[src/design/lvds_bypass_defines.vh]
`ifndef LVDS_BYPASS_DEFINES_VH
`define LVDS_BYPASS_DEFINES_VH

// link modes
`define MODE_W           2
`define MODE_X1          2'h0
`define MODE_X2          2'h1
`define MODE_GEARBOX     2'h2
`define MODE_SHIFT       2'h3

// word and pair layout
`define WORD_BITS        8
`define PAIR_BITS        2
`define PAIRS_PER_WORD   4
`define PAIR_CNT_W       2
`define PAIR_CNT_FIRST   2'h0
`define PAIR_CNT_LAST    2'h3
`define PAIR_CNT_INC     2'h1
`define PAIR_ZERO        2'h0
`define WORD_PAD_X1      7
`define WORD_PAD_X2      6

// gearbox counters and memory shape (two-wide by eight-wide)
`define FAST_CNT_W       5
`define SLOW_CNT_W       3
`define FAST_CNT_START   5'h00
`define SLOW_CNT_START   3'h2
`define FAST_CNT_INC     5'h01
`define SLOW_CNT_INC     3'h1
`define NARROW_ADDR_W    8
`define WIDE_ADDR_W      6
`define NARROW_GND       3'h0
`define WIDE_GND         3'h0
`define RAM_DEPTH        256

// initial invalid cycles
`define SEEN_W           5
`define SEEN_ZERO        5'h00
`define SEEN_INC         5'h01
`define TX_WR_INVALID    5'h02
`define TX_RD_INVALID    5'h08
`define RX_WR_INVALID    5'h18
`define RX_RD_INVALID    5'h06

// rates
`define CLK_FREQ_MHZ     50
`define FABRIC_MAX_MBPS  624
`define X2_MAX_MBPS      624
`define DDR_ADVISE_MBPS  231
`define X1_CLK_MAX_MHZ   420
`define CELL_DIV         2

`endif

[src/design/ddr_out_cell.v]
`timescale 1ns/100ps
`include "lvds_bypass_defines.vh"

module ddr_out_cell (
   // clock and reset
   input  wire clk_i,
   input  wire reset_i,
   // phase select and data
   input  wire lo_phase_i,
   input  wire data_hi_i,
   input  wire data_lo_i,
   // pin side
   output wire q_o
);

   reg q_r;

   // one cell period is two clk_i cycles: high half then low half
   always @(posedge clk_i) begin
      if (reset_i) begin
         q_r <= 1'h0;
      end else if (lo_phase_i) begin
         q_r <= data_lo_i;
      end else begin
         q_r <= data_hi_i;
      end
   end

   assign q_o = q_r;

endmodule

[src/design/gearbox_ram.v]
`timescale 1ns/100ps
`include "lvds_bypass_defines.vh"

module gearbox_ram #(
   parameter WIDE_WRITE = 1
) (
   // clock
   input  wire                      clk_i,
   // enables
   input  wire                      wr_en_i,
   input  wire                      rd_en_i,
   // wide port
   input  wire [`WIDE_ADDR_W-1:0]   wide_addr_i,
   input  wire [`WORD_BITS-1:0]     wide_wdata_i,
   output wire [`WORD_BITS-1:0]     wide_rdata_o,
   // narrow port
   input  wire [`NARROW_ADDR_W-1:0] narrow_addr_i,
   input  wire [`PAIR_BITS-1:0]     narrow_wdata_i,
   output wire [`PAIR_BITS-1:0]     narrow_rdata_o
);

   reg  [`PAIR_BITS-1:0] mem [0:`RAM_DEPTH-1];
   reg  [`WORD_BITS-1:0] wide_rdata_r;
   reg  [`PAIR_BITS-1:0] narrow_rdata_r;
   wire [`WORD_BITS-1:0] wide_word;
   integer               i;

   // wide word a holds narrow entries 4a..4a+3, lowest pair first on the wire
   genvar g;
   generate
      for (g = 0; g < `PAIRS_PER_WORD; g = g + 1) begin : rd_lane
         assign wide_word[g*`PAIR_BITS +: `PAIR_BITS] =
            mem[wide_addr_i * `PAIRS_PER_WORD + g];
      end
   endgenerate

   always @(posedge clk_i) begin
      if (wr_en_i) begin
         if (WIDE_WRITE != 0) begin
            for (i = 0; i < `PAIRS_PER_WORD; i = i + 1) begin
               mem[wide_addr_i * `PAIRS_PER_WORD + i] <= wide_wdata_i[i*`PAIR_BITS +: `PAIR_BITS];
            end
         end else begin
            mem[narrow_addr_i] <= narrow_wdata_i;
         end
      end
      if (rd_en_i) begin
         wide_rdata_r   <= wide_word;
         narrow_rdata_r <= mem[narrow_addr_i];
      end
   end

   assign wide_rdata_o   = wide_rdata_r;
   assign narrow_rdata_o = narrow_rdata_r;

endmodule

[src/design/lvds_fabric_serdes_bypass.v]
`timescale 1ns/100ps
`include "lvds_bypass_defines.vh"

// Notes on behaviour
// - fabric path only below 624 Mbps serial rate; flagged otherwise
// - x1 and x2 modes always run through this fabric path
// - forwarded clock is a ddr output cell with high input one, low input zero
// - forwarded clock toggles at the ddr cell clock frequency
// - x1 mode: ddr cells advised above 231 Mbps, not mandatory
// - x1 mode output clock must stay at or below 420 MHz
// - x2 mode moves two bits per cell period through ddr cells
// - x2 mode serial rate must not exceed 624 Mbps
// - gearbox fast counter starts at zero, slow counter starts at two
// - gearbox memory is simple dual port, read and write enables held high
// - transmit gearbox reads at fast counter, writes at slow counter
// - receive gearbox writes at fast counter, reads at slow counter
// - receive: fast 5 bits, slow 3; 24 writes and 6 reads invalid
// - transmit: fast 5 bits, slow 3; 2 writes and 8 reads invalid
// - address bits above counter width are tied to zero
// - shift receiver adds a word register that catches each full word
// - shift transmitter counter selects load once per word, shift otherwise
// - optional input register stage, one flop per word bit
// - word width is one of 4, 7, 8 or 10 bits
module lvds_fabric_serdes_bypass (
   // clock and reset
   input  wire                  clk_i,
   input  wire                  reset_i,
   // configuration, hold steady or change only under reset
   input  wire [`MODE_W-1:0]    mode_i,
   input  wire                  tx_reg_en_i,
   // transmit word side
   input  wire [`WORD_BITS-1:0] tx_data_i,
   output wire                  tx_ready_o,
   output wire                  tx_out_valid_o,
   // transmit pins
   output wire                  tx_ser_o,
   output wire                  tx_clk_o,
   // receive pins
   input  wire                  rx_ser_i,
   input  wire                  rx_clk_i,
   // receive word side
   output wire [`WORD_BITS-1:0] rx_data_o,
   output wire                  rx_valid_o,
   // link checks
   output wire                  rate_ok_o,
   output wire                  ddr_advised_o
);

   // rates seen by this build: one cell period is two clk_i cycles
   localparam integer CELL_MHZ    = `CLK_FREQ_MHZ / `CELL_DIV;
   localparam integer X1_MBPS     = CELL_MHZ;
   localparam integer X2_MBPS     = CELL_MHZ * `PAIR_BITS;
   localparam integer WORD_OK     = (`WORD_BITS == 4) || (`WORD_BITS == 7) ||
                                    (`WORD_BITS == 8) || (`WORD_BITS == 10);
   localparam integer X1_OK       = (X1_MBPS < `FABRIC_MAX_MBPS) &&
                                    (CELL_MHZ <= `X1_CLK_MAX_MHZ);
   localparam integer X2_OK       = (X2_MBPS <= `X2_MAX_MBPS) &&
                                    (X2_MBPS < `FABRIC_MAX_MBPS);
   localparam integer WIDE_OK     = (X2_MBPS < `FABRIC_MAX_MBPS);
   localparam integer X1_ADVISE   = (X1_MBPS > `DDR_ADVISE_MBPS);

   // saturating count of gearbox accesses
   function [`SEEN_W-1:0] sat_inc;
      input [`SEEN_W-1:0] cnt;
      input [`SEEN_W-1:0] lim;
      begin
         if (cnt < lim) begin
            sat_inc = cnt + `SEEN_INC;
         end else begin
            sat_inc = cnt;
         end
      end
   endfunction

   // cell phase, shared by every ddr output cell
   reg                      phase_r;
   wire                     cell_end;

   // transmit state
   reg  [`WORD_BITS-1:0]    tx_stage_r;
   wire [`WORD_BITS-1:0]    tx_word;
   reg  [`PAIR_CNT_W-1:0]   tx_pcnt_r;
   wire [`PAIR_CNT_W-1:0]   tx_pcnt_nxt;
   reg  [`WORD_BITS-1:0]    tx_sh_r;
   reg                      tx_hi_r;
   reg                      tx_lo_r;
   reg  [`FAST_CNT_W-1:0]   tx_fast_r;
   reg  [`SLOW_CNT_W-1:0]   tx_slow_r;
   reg  [`SEEN_W-1:0]       tx_wr_seen_r;
   reg  [`SEEN_W-1:0]       tx_rd_seen_r;
   reg                      tx_valid_r;
   wire                     tx_direct;
   wire                     tx_take;
   wire [`PAIR_BITS-1:0]    tx_ram_pair;

   // receive state
   reg                      rck_s1_r;
   reg                      rck_s2_r;
   reg                      rck_s3_r;
   reg                      rdat_s1_r;
   reg                      rdat_s2_r;
   wire                     rx_rise;
   wire                     rx_fall;
   reg                      rx_hi_r;
   wire [`PAIR_BITS-1:0]    rx_pair;
   reg  [`PAIR_CNT_W-1:0]   rx_pcnt_r;
   reg  [`WORD_BITS-1:0]    rx_sh_r;
   reg  [`WORD_BITS-1:0]    rx_data_r;
   reg                      rx_valid_r;
   reg  [`FAST_CNT_W-1:0]   rx_fast_r;
   reg  [`SLOW_CNT_W-1:0]   rx_slow_r;
   reg  [`SEEN_W-1:0]       rx_wr_seen_r;
   reg  [`SEEN_W-1:0]       rx_rd_seen_r;
   wire [`WORD_BITS-1:0]    rx_ram_word;

   // link checks
   reg                      rate_ok_r;
   reg                      ddr_advised_r;

   assign cell_end    = phase_r;
   assign tx_pcnt_nxt = tx_pcnt_r + `PAIR_CNT_INC;
   assign tx_direct   = (mode_i == `MODE_X1) || (mode_i == `MODE_X2);

   // the staged word lags tx_data_i by one cycle; it cuts the core-to-link timing path
   assign tx_word     = tx_reg_en_i ? tx_stage_r : tx_data_i;
   assign tx_take     = cell_end && (tx_direct || (tx_pcnt_r == `PAIR_CNT_FIRST));
   assign tx_ready_o  = tx_take;

   always @(posedge clk_i) begin
      if (reset_i) begin
         phase_r      <= 1'h0;
         tx_stage_r   <= {`WORD_BITS{1'h0}};
         tx_pcnt_r    <= `PAIR_CNT_FIRST;
         tx_sh_r      <= {`WORD_BITS{1'h0}};
         tx_hi_r      <= 1'h0;
         tx_lo_r      <= 1'h0;
         tx_fast_r    <= `FAST_CNT_START;
         tx_slow_r    <= `SLOW_CNT_START;
         tx_wr_seen_r <= `SEEN_ZERO;
         tx_rd_seen_r <= `SEEN_ZERO;
         tx_valid_r   <= 1'h0;
      end else begin
         phase_r    <= ~phase_r;
         tx_stage_r <= tx_data_i;
         if (cell_end) begin
            tx_pcnt_r <= tx_pcnt_nxt;
            case (mode_i)
               `MODE_X1: begin
                  // single rate: the same bit on both halves
                  tx_hi_r    <= tx_word[0];
                  tx_lo_r    <= tx_word[0];
                  tx_valid_r <= 1'h1;
               end
               `MODE_X2: begin
                  tx_hi_r    <= tx_word[0];
                  tx_lo_r    <= tx_word[1];
                  tx_valid_r <= 1'h1;
               end
               `MODE_SHIFT: begin
                  if (tx_take) begin
                     // parallel load, first pair straight to the cell
                     tx_hi_r    <= tx_word[0];
                     tx_lo_r    <= tx_word[1];
                     tx_sh_r    <= {`PAIR_ZERO, tx_word[`WORD_BITS-1:`PAIR_BITS]};
                     tx_valid_r <= 1'h1;
                  end else begin
                     tx_hi_r <= tx_sh_r[0];
                     tx_lo_r <= tx_sh_r[1];
                     tx_sh_r <= {`PAIR_ZERO, tx_sh_r[`WORD_BITS-1:`PAIR_BITS]};
                  end
               end
               default: begin
                  tx_hi_r      <= tx_ram_pair[0];
                  tx_lo_r      <= tx_ram_pair[1];
                  tx_fast_r    <= tx_fast_r + `FAST_CNT_INC;
                  tx_rd_seen_r <= sat_inc(tx_rd_seen_r, `TX_RD_INVALID);
                  if (tx_take) begin
                     tx_slow_r    <= tx_slow_r + `SLOW_CNT_INC;
                     tx_wr_seen_r <= sat_inc(tx_wr_seen_r, `TX_WR_INVALID);
                  end
                  // counts are the old ones: the pair now loaded is the first valid one
                  tx_valid_r <= (tx_wr_seen_r >= `TX_WR_INVALID) &&
                                (tx_rd_seen_r >= `TX_RD_INVALID);
               end
            endcase
         end
      end
   end

   // transmit gearbox: the memory writes every cycle, so the word present when the
   // slow counter moves is the one that stays behind in that slot
   gearbox_ram #(
      .WIDE_WRITE (1)
   ) tx_ram (
      .clk_i          (clk_i),
      .wr_en_i        (1'h1),
      .rd_en_i        (1'h1),
      .wide_addr_i    ({`WIDE_GND, tx_slow_r}),
      .wide_wdata_i   (tx_word),
      .wide_rdata_o   (),
      .narrow_addr_i  ({`NARROW_GND, tx_fast_r}),
      .narrow_wdata_i (`PAIR_ZERO),
      .narrow_rdata_o (tx_ram_pair)
   );

   ddr_out_cell tx_data_cell (
      .clk_i      (clk_i),
      .reset_i    (reset_i),
      .lo_phase_i (phase_r),
      .data_hi_i  (tx_hi_r),
      .data_lo_i  (tx_lo_r),
      .q_o        (tx_ser_o)
   );

   // forwarded clock: same cell, fixed one and zero, so it runs at the cell rate
   ddr_out_cell tx_clk_cell (
      .clk_i      (clk_i),
      .reset_i    (reset_i),
      .lo_phase_i (phase_r),
      .data_hi_i  (1'h1),
      .data_lo_i  (1'h0),
      .q_o        (tx_clk_o)
   );

   assign tx_out_valid_o = tx_valid_r;

   // receive pins pass two flops; the remote clock must stay well below clk_i/4
   assign rx_rise = rck_s2_r & ~rck_s3_r;
   assign rx_fall = ~rck_s2_r & rck_s3_r;
   // gearbox pair: high bit as it stands now, low bit caught at the last rise
   assign rx_pair = {rdat_s2_r, rx_hi_r};

   always @(posedge clk_i) begin
      if (reset_i) begin
         rck_s1_r  <= 1'h0;
         rck_s2_r  <= 1'h0;
         rck_s3_r  <= 1'h0;
         rdat_s1_r <= 1'h0;
         rdat_s2_r <= 1'h0;
      end else begin
         rck_s1_r  <= rx_clk_i;
         rck_s2_r  <= rck_s1_r;
         rck_s3_r  <= rck_s2_r;
         rdat_s1_r <= rx_ser_i;
         rdat_s2_r <= rdat_s1_r;
      end
   end

   always @(posedge clk_i) begin
      if (reset_i) begin
         rx_hi_r      <= 1'h0;
         rx_pcnt_r    <= `PAIR_CNT_FIRST;
         rx_sh_r      <= {`WORD_BITS{1'h0}};
         rx_data_r    <= {`WORD_BITS{1'h0}};
         rx_valid_r   <= 1'h0;
         rx_fast_r    <= `FAST_CNT_START;
         rx_slow_r    <= `SLOW_CNT_START;
         rx_wr_seen_r <= `SEEN_ZERO;
         rx_rd_seen_r <= `SEEN_ZERO;
      end else begin
         rx_valid_r <= 1'h0;
         if (rx_rise) begin
            rx_hi_r <= rdat_s2_r;
         end
         case (mode_i)
            `MODE_X1: begin
               if (rx_rise) begin
                  rx_data_r  <= {{`WORD_PAD_X1{1'h0}}, rdat_s2_r};
                  rx_valid_r <= 1'h1;
               end
            end
            `MODE_X2: begin
               if (rx_fall) begin
                  rx_data_r  <= {{`WORD_PAD_X2{1'h0}}, rdat_s2_r, rx_hi_r};
                  rx_valid_r <= 1'h1;
               end
            end
            `MODE_SHIFT: begin
               if (rx_fall) begin
                  rx_sh_r   <= {rdat_s2_r, rx_hi_r, rx_sh_r[`WORD_BITS-1:`PAIR_BITS]};
                  rx_pcnt_r <= rx_pcnt_r + `PAIR_CNT_INC;
                  if (rx_pcnt_r == `PAIR_CNT_LAST) begin
                     rx_data_r  <= {rdat_s2_r, rx_hi_r,
                                    rx_sh_r[`WORD_BITS-1:`PAIR_BITS]};
                     rx_valid_r <= 1'h1;
                  end
               end
            end
            default: begin
               // the memory writes every cycle; the pair standing when the fall moves
               // the fast counter stays behind, so pair n lands at address n
               if (rx_fall) begin
                  rx_fast_r    <= rx_fast_r + `FAST_CNT_INC;
                  rx_wr_seen_r <= sat_inc(rx_wr_seen_r, `RX_WR_INVALID);
                  if (rx_fast_r[`PAIR_CNT_W-1:0] == `PAIR_CNT_LAST) begin
                     rx_data_r    <= rx_ram_word;
                     rx_slow_r    <= rx_slow_r + `SLOW_CNT_INC;
                     rx_rd_seen_r <= sat_inc(rx_rd_seen_r, `RX_RD_INVALID);
                     rx_valid_r   <= (rx_wr_seen_r >= `RX_WR_INVALID) &&
                                     (rx_rd_seen_r >= `RX_RD_INVALID);
                  end
               end
            end
         endcase
      end
   end

   gearbox_ram #(
      .WIDE_WRITE (0)
   ) rx_ram (
      .clk_i          (clk_i),
      .wr_en_i        (1'h1),
      .rd_en_i        (1'h1),
      .wide_addr_i    ({`WIDE_GND, rx_slow_r}),
      .wide_wdata_i   ({`WORD_BITS{1'h0}}),
      .wide_rdata_o   (rx_ram_word),
      .narrow_addr_i  ({`NARROW_GND, rx_fast_r}),
      .narrow_wdata_i (rx_pair),
      .narrow_rdata_o ()
   );

   assign rx_data_o  = rx_data_r;
   assign rx_valid_o = rx_valid_r;

   // static rate checks per mode; no dedicated serializer exists, so a failing
   // rate is only reported, never rerouted
   always @(posedge clk_i) begin
      if (reset_i) begin
         rate_ok_r     <= 1'h0;
         ddr_advised_r <= 1'h0;
      end else begin
         case (mode_i)
            `MODE_X1: begin
               rate_ok_r     <= (WORD_OK != 0) && (X1_OK != 0);
               ddr_advised_r <= (X1_ADVISE != 0);
            end
            `MODE_X2: begin
               rate_ok_r     <= (WORD_OK != 0) && (X2_OK != 0);
               ddr_advised_r <= 1'h0;
            end
            default: begin
               rate_ok_r     <= (WORD_OK != 0) && (WIDE_OK != 0);
               ddr_advised_r <= 1'h0;
            end
         endcase
      end
   end

   assign rate_ok_o     = rate_ok_r;
   assign ddr_advised_o = ddr_advised_r;

endmodule

[config.mk]
export PLATFORM = sky130hd
export DESIGN_NAME = lvds_fabric_serdes_bypass
export DESIGN_NICKNAME = d
export VERILOG_FILES = /design/src/design/ddr_out_cell.v /design/src/design/gearbox_ram.v /design/src/design/lvds_fabric_serdes_bypass.v
export VERILOG_INCLUDE_DIRS = /design/src /design/src/design
export SDC_FILE = /design/constraint.sdc
export NUM_CORES = 1
export LEC_CHECK = 0
export BUFFER_PORTS_ARGS = -buffer_cell sky130_fd_sc_hd__buf_4
export CAP_MARGIN = 0
export CORE_MARGIN = 3
export CORE_UTILIZATION = 45
export CTS_CLUSTER_SIZE = 14
export DETAILED_ROUTE_END_ITERATION = 8
export GPL_TIMING_DRIVEN = 0
export PLACE_DENSITY = 0.64
export REMOVE_ABC_BUFFERS = 1
export SLEW_MARGIN = 30
export SYNTH_ARGS = -nofsm -noshare
export SYNTH_HDL_FRONTEND = slang
export SYNTH_HIERARCHICAL = 1
export SYNTH_SLANG_ARGS = --single-unit
[constraint.sdc]
create_clock -name clk_i -period 5.05 [get_ports clk_i]
set_clock_uncertainty 0.2 [all_clocks]
set_input_delay 0.505 -clock clk_i [delete_from_list [all_inputs] [get_ports clk_i]]
set_output_delay 0.505 -clock clk_i [all_outputs]
set_load 0.02 [all_outputs]
==> qor.txt, run 1 <==
cells after synthesis - 2515
via count - 22700
cell family contributing the most delay on the critical path - compound AO/OA/AOI/OAI gates
detailed-router iteration count before antenna repair - 5
width of the die - 322 um
Yosys warning total - 6
total setup buffers inserted after CTS - 0
filler cell count - 7865
proportion of layout cells with a drive suffix above 1 - 19.9%
Setup CP Type - flop to flop
Tightest Hold Check Type - primary input to flop
utilization after layout - 51.2%
Iter 0 DRT Violations - 2063
IO buf count - 28
final setup vio count - 0
number of antenna violations at the first check in global routing - 4
hold-critical path depth - 3
overall die area - 103000 um2
clock root buffer master - sky130_fd_sc_hd__clkbuf_16
run status - finished, final reports clean
multi-input logic area - 11300 um2
largest incremental delay on the critical path - 730 ps
I/O Pins - 30
crit path DAT - 4270 ps
total DRC errors in the routed layout - 0
most frequent cells in the layout - 1034 x sky130_fd_sc_hd__edfxtp_1, 375 x sky130_fd_sc_hd__nor2_1, 250 x sky130_fd_sc_hd__mux4_2
cell count along the critical path - 8
sequential cell area - 32700 um2
Clk pin slew, worst setup/hold paths - 60 ps
maximum clock rate - 243 MHz
RSZ-0062 raised after global routing - no
total number of placement rows - 115
Required @ worst endpoint - 5210 ps
CP Cell Sequence - buf_16, buf_12, mux4_2, mux2_2, a2111oi_0, nor3_1, o32ai_1, a211oi_1
placeable core region - 98600 um2
final-layout setup total negative slack - 0 ps
number of buffers on the longest clock path - 3
sum of buffers and inverters on the critical path - 2
met2 Use GR - 32.2%
post-DR vias/cell - 5.78
startpoint kind of the worst setup timing path - flop
Placement Setup Slack - 980 ps
global-route wire length before repair - 148 mm
maximum number of pins on one net before global-route repair - 80
Power Density - 373 nW/um2
number of slew-limit violations in the final report - 0
Slew HR - 32.0%
crit end category - flop
Most Crowded Layer GR - met2
Worst IR Drop VDD - 353 uV
gpl congestion - 0.765
HPWL reported at the end of detailed placement - 57.9 mm
cell depth of the worst flop-to-flop path - 8
static power due to leakage - 15.1 nW
area grow syn2layout - 12.5%
critical-path cell with the highest stage delay - sky130_fd_sc_hd__a2111oi_0
vias in the first global route - 24000
max-cap viol count - 0
final cell count without fillers - 3937
count of H-tree levels built during CTS - 3
Total Routing Usage GR - 18.9%
met1 usage in global routing - 24.7%
cell area after technology mapping - 44800 um2
routing usage on met3 - 3.56%
total CTS buffers - 110
top fanout value on the critical path - 40
sink count of the clock tree - 1116
most frequent standard cell in the layout excluding fill and tap cells - sky130_fd_sc_hd__edfxtp_1
number of routed nets with antenna violations - 0
Slew @ Worst Pin - 1020 ps
insertion delay to the later sink of the worst-skew pair - 680 ps
height of the die - 322 um
detailed-route wire length per cell - 24.7 um
Starting Density - 45.5%
post-synthesis area per instance - 17.8 um2
CTS tree - done
ratio of final minimum period to clock period - 81.4%
final critical-path setup slack - 938 ps
endpoints failing hold - 0
Final Critical Period - 4110 ps
final layout net count - 2586
total power draw - 0.0188 W
Placed Cells - 3723
global route total overflow - 0
total routed wirelength - 97.1 mm
what timing repair did:
item	4_1_cts	5_1_grt
gates resized for setup	0	0
hold buffers	10	0
endpoints found under the hold margin	10	0
worst register-to-register path, delay by kind of cell, from the launching register on:
family,cells,cell delay [ps]
compound gates,3,1570
flops,1,670
mux,2,660
buf+inv,2,600
simple gates,1,100
cell type report:
type	instances	share of cell area (%)
flip-flops and latches	1116	64.9
multi-input cells	1239	22.5
clock buffers	142	5.86
well taps	1287	3.19
repair buffers	74	2.17
clock inverters	61	1.28
inverters	17	0.127
diodes	1	0.00496
routing by layer:
metal | vias to the layer above | wire [um]
li1 | 9912 | -
met5 | - | 16
met4 | 2 | 2940
met1 | 11900 | 38600
met2 | 734 | 49200
met3 | 179 | 6360
flip-flops by register name, summed over array words and instances (netlist names), 6 cells and up:
name / flops
rx_data_o: 8
rx_ram/mem: 512
rx_ram/wide_rdata_o: 8
rx_sh_r: 6
tx_ram/mem: 512
tx_sh_r: 6
tx_stage_r: 8
power by group:
part / leakage (nW) / switching, W / total, W / internal [W]
clock: 1.77 / 0.00333 / 0.00811 / 0.00478
combinational: 3.58 / 0.000358 / 0.000522 / 0.000165
sequential: 9.79 / 0.0000319 / 0.0102 / 0.0101
total: 15.1 / 0.00372 / 0.0188 / 0.0151
through the flow:
step	hold slack [ps]	area (um2)
after global routing	45.3	50400
after floorplan	214	44100
final	56.5	50400
after detailed placement	243	46700
after CTS	17.1	50400
after global placement	219	45900
worst paths after layout:
path	startpoint	to	slack, ps
hold reg to reg	rdat_s1_r	rdat_s2_r	240
setup reg to reg	tx_fast_r[1]	tx_ram/narrow_rdata_o[0]	940
hold / removal	mode_i[1]	rx_data_o[6]	60
setup / recovery	tx_fast_r[1]	tx_ram/narrow_rdata_o[0]	940
Power figures use the tool's default switching activity.
==> run 2: changes to the inputs <==
==> constraint.sdc (replaced) <==
create_clock -name clk_i -period 3.4 [get_ports clk_i]
set_clock_uncertainty 0.2 [all_clocks]
set_input_delay 0.34 -clock clk_i [delete_from_list [all_inputs] [get_ports clk_i]]
set_output_delay 0.34 -clock clk_i [all_outputs]
set_load 0.02 [all_outputs]
==> run 2 against run 1 <==
Utilization up 0.12 points; via count up 0.35%; final cell count up 0.23%; sequential share of layout area down 0.15 points; routed wire length up 0.75%; setup slack worse by 820 ps; critical path depth down 1; highest routed layer unchanged.
==> qor.txt, run 2 (synthesis gave the netlist of run 1 again) <==
endpoints failing hold - 0 (unchanged)
number of routed nets with antenna violations - 0 (unchanged)
IO buf count - 28 (unchanged)
Worst R2R Start - tx_fast_r[0]
final instance area - 50600 um2 (+0.24%)
height of the die - 322 um (unchanged)
sink count of the clock tree - 1116 (unchanged)
ratio of final minimum period to clock period - 96.5% (+15 points)
detailed-router iteration count before antenna repair - 5 (unchanged)
Fin Hold WS - 47.6 ps (-8.85 ps)
startpoint kind of the worst setup timing path - flop
Placed Cells - 3723 (unchanged)
max-cap viol count - 0 (unchanged)
global route total overflow - 0 (unchanged)
total CTS buffers - 110 (unchanged)
width of the die - 322 um (unchanged)
gpl congestion - 0.765 (unchanged)
area grow syn2layout - 12.8%
total DRC errors in the routed layout - 0 (unchanged)
Starting Density - 45.5% (unchanged)
Slew HR - 30.9% (-1.1 points)
detailed-route wire length per cell - 24.8 um (+0.52%)
final setup vio count - 0 (unchanged)
final-layout setup total negative slack - 0 ps (unchanged)
I/O Pins - 30 (unchanged)
Final Critical Period - 3280 ps (-831 ps)
hold path startpoint - reset_i
cell depth of the worst flop-to-flop path - 7 (-1)
largest registers - rx_ram/mem (512), tx_ram/mem (512)
run status - finished, final reports clean
Tightest Hold Check Type - primary input to flop
crit path DAT - 3510 ps (-760 ps)
Clk pin slew, worst setup/hold paths - 60 ps (about the same)
Setup CP Type - flop to flop
Slew @ Worst Pin - 1030 ps (+15.8 ps)
number of buffers on the longest clock path - 3 (unchanged)
Worst IR Drop VDD - 525 uV (+49%)
count of H-tree levels built during CTS - 3 (unchanged)
Iter 0 DRT Violations - 2086 (+1.1%)
static power due to leakage - 15.2 nW (+0.36%)
Required @ worst endpoint - 3630 ps (-1580 ps)
HPWL reported at the end of detailed placement - 57.9 mm (unchanged)
post-DR vias/cell - 5.79 (+0.12%)
via count - 22800 (+0.35%)
most frequent standard cell in the layout excluding fill and tap cells - sky130_fd_sc_hd__edfxtp_1
total number of placement rows - 115 (unchanged)
RSZ-0062 raised after global routing - no
Worst Hold Path EP - tx_slow_r[2]
clock root buffer master - sky130_fd_sc_hd__clkbuf_16
maximum number of pins on one net before global-route repair - 80 (unchanged)
hold-critical path depth - 2 (-1)
CTS tree - done
number of slew-limit violations in the final report - 0 (unchanged)
proportion of layout cells with a drive suffix above 1 - 20.3% (+0.35 points)
overall die area - 103000 um2 (unchanged)
number of antenna violations at the first check in global routing - 4 (unchanged)
utilization after layout - 51.3% (+0.12 points)
Total Routing Usage GR - 19.0% (+0.12 points)
global-route wire length before repair - 148 mm (+0.55%)
top fanout value on the critical path - 38 (-5.0%)
R2R setup slack - 120 ps (-820 ps)
final cell count without fillers - 3946 (+0.23%)
total routed wirelength - 97.9 mm (+0.75%)
crit end category - flop
placed instance area - 46700 um2 (unchanged)
Power Density - 552 nW/um2 (+48%)
final layout net count - 2595 (+0.35%)
insertion delay to the later sink of the worst-skew pair - 680 ps (about the same)
maximum clock rate - 305 MHz (+25%)
most frequent cells in the layout - 1034 x sky130_fd_sc_hd__edfxtp_1, 375 x sky130_fd_sc_hd__nor2_1, 250 x sky130_fd_sc_hd__mux4_2
FF-to-FF End - tx_ram/narrow_rdata_o[1]
vias in the first global route - 24000 (+0.33%)
placeable core region - 98600 um2 (unchanged)
## run 2: area by class of cell
class,instances,area (um2)
antenna,1,2.50
clock inverter,61,646
clock buffer,142,2960
inverter,17,63.8
multi-input combinational,1239,11400
sequential,1116,32700
tap,1287,1610
fill,7858,48000
timing repair buffer,83,1180
## run 2: worst max-delay path, cell delays in order (launching register included)
cell and delay (ps):
sky130_fd_sc_hd__dfxtp_4 410, sky130_fd_sc_hd__buf_16 220, sky130_fd_sc_hd__or3b_2 790, sky130_fd_sc_hd__o22ai_1 280, sky130_fd_sc_hd__a2111oi_0 110, sky130_fd_sc_hd__a31oi_1 310
sky130_fd_sc_hd__a21oi_1 190, sky130_fd_sc_hd__nor4_2 490
## run 2: power by group
part           leakage [nW]  total, W  switching [W]  internal, W
Combinational          3.64  0.000793       0.000542     0.000251
Sequential             9.79    0.0151      0.0000419       0.0150
Clock                  1.77    0.0121        0.00496      0.00710
## run 2: what timing repair did
item	CTS	global route
pin swaps	1	0
hold endpoints to repair	17	0
hold buffers	12	0
resized for setup	5	2
buffers inserted	7	0
cloned	0	0
setup endpoints to repair	2	1
## run 2: metrics by stage
stage	power [W]	setup slack, ps
after floorplan	0.0158	-3960
after global placement	0.0161	-8100
after detailed placement	0.0161	-670
after CTS	0.0282	51.3
after global routing	0.0288	50.7
final	0.0279	119
## run 2: how the worst max path moves through the flow
| stage | to | start | cells after the start | slack [ps] |
|---|---|---|---|---|
| global route | tx_ram/narrow_rdata_o[0] | tx_fast_r[0] | 7 | 50 |
| global placement | tx_ram/narrow_rdata_o[1] | tx_fast_r[0] | 6 | -8100 |
| finish | tx_ram/narrow_rdata_o[1] | tx_fast_r[0] | 7 | 120 |
| floorplan | rx_ram/wide_rdata_o[0] | rx_slow_r[0] | 3 | -3960 |
| detailed placement | tx_ram/narrow_rdata_o[0] | tx_fast_r[1] | 8 | -670 |
| CTS | tx_ram/narrow_rdata_o[0] | tx_fast_r[3] | 6 | 50 |
## run 2: routing by layer
metal | GRT usage, % | vias to the layer above | share of wire, %
met5 | 0 | - | 0.013
met4 | 6.07 | 2 | 3.0
met3 | 3.40 | 175 | 6.2
met2 | 32.4 | 709 | 51
met1 | 25.0 | 12000 | 40
li1 | - | 9934 | -
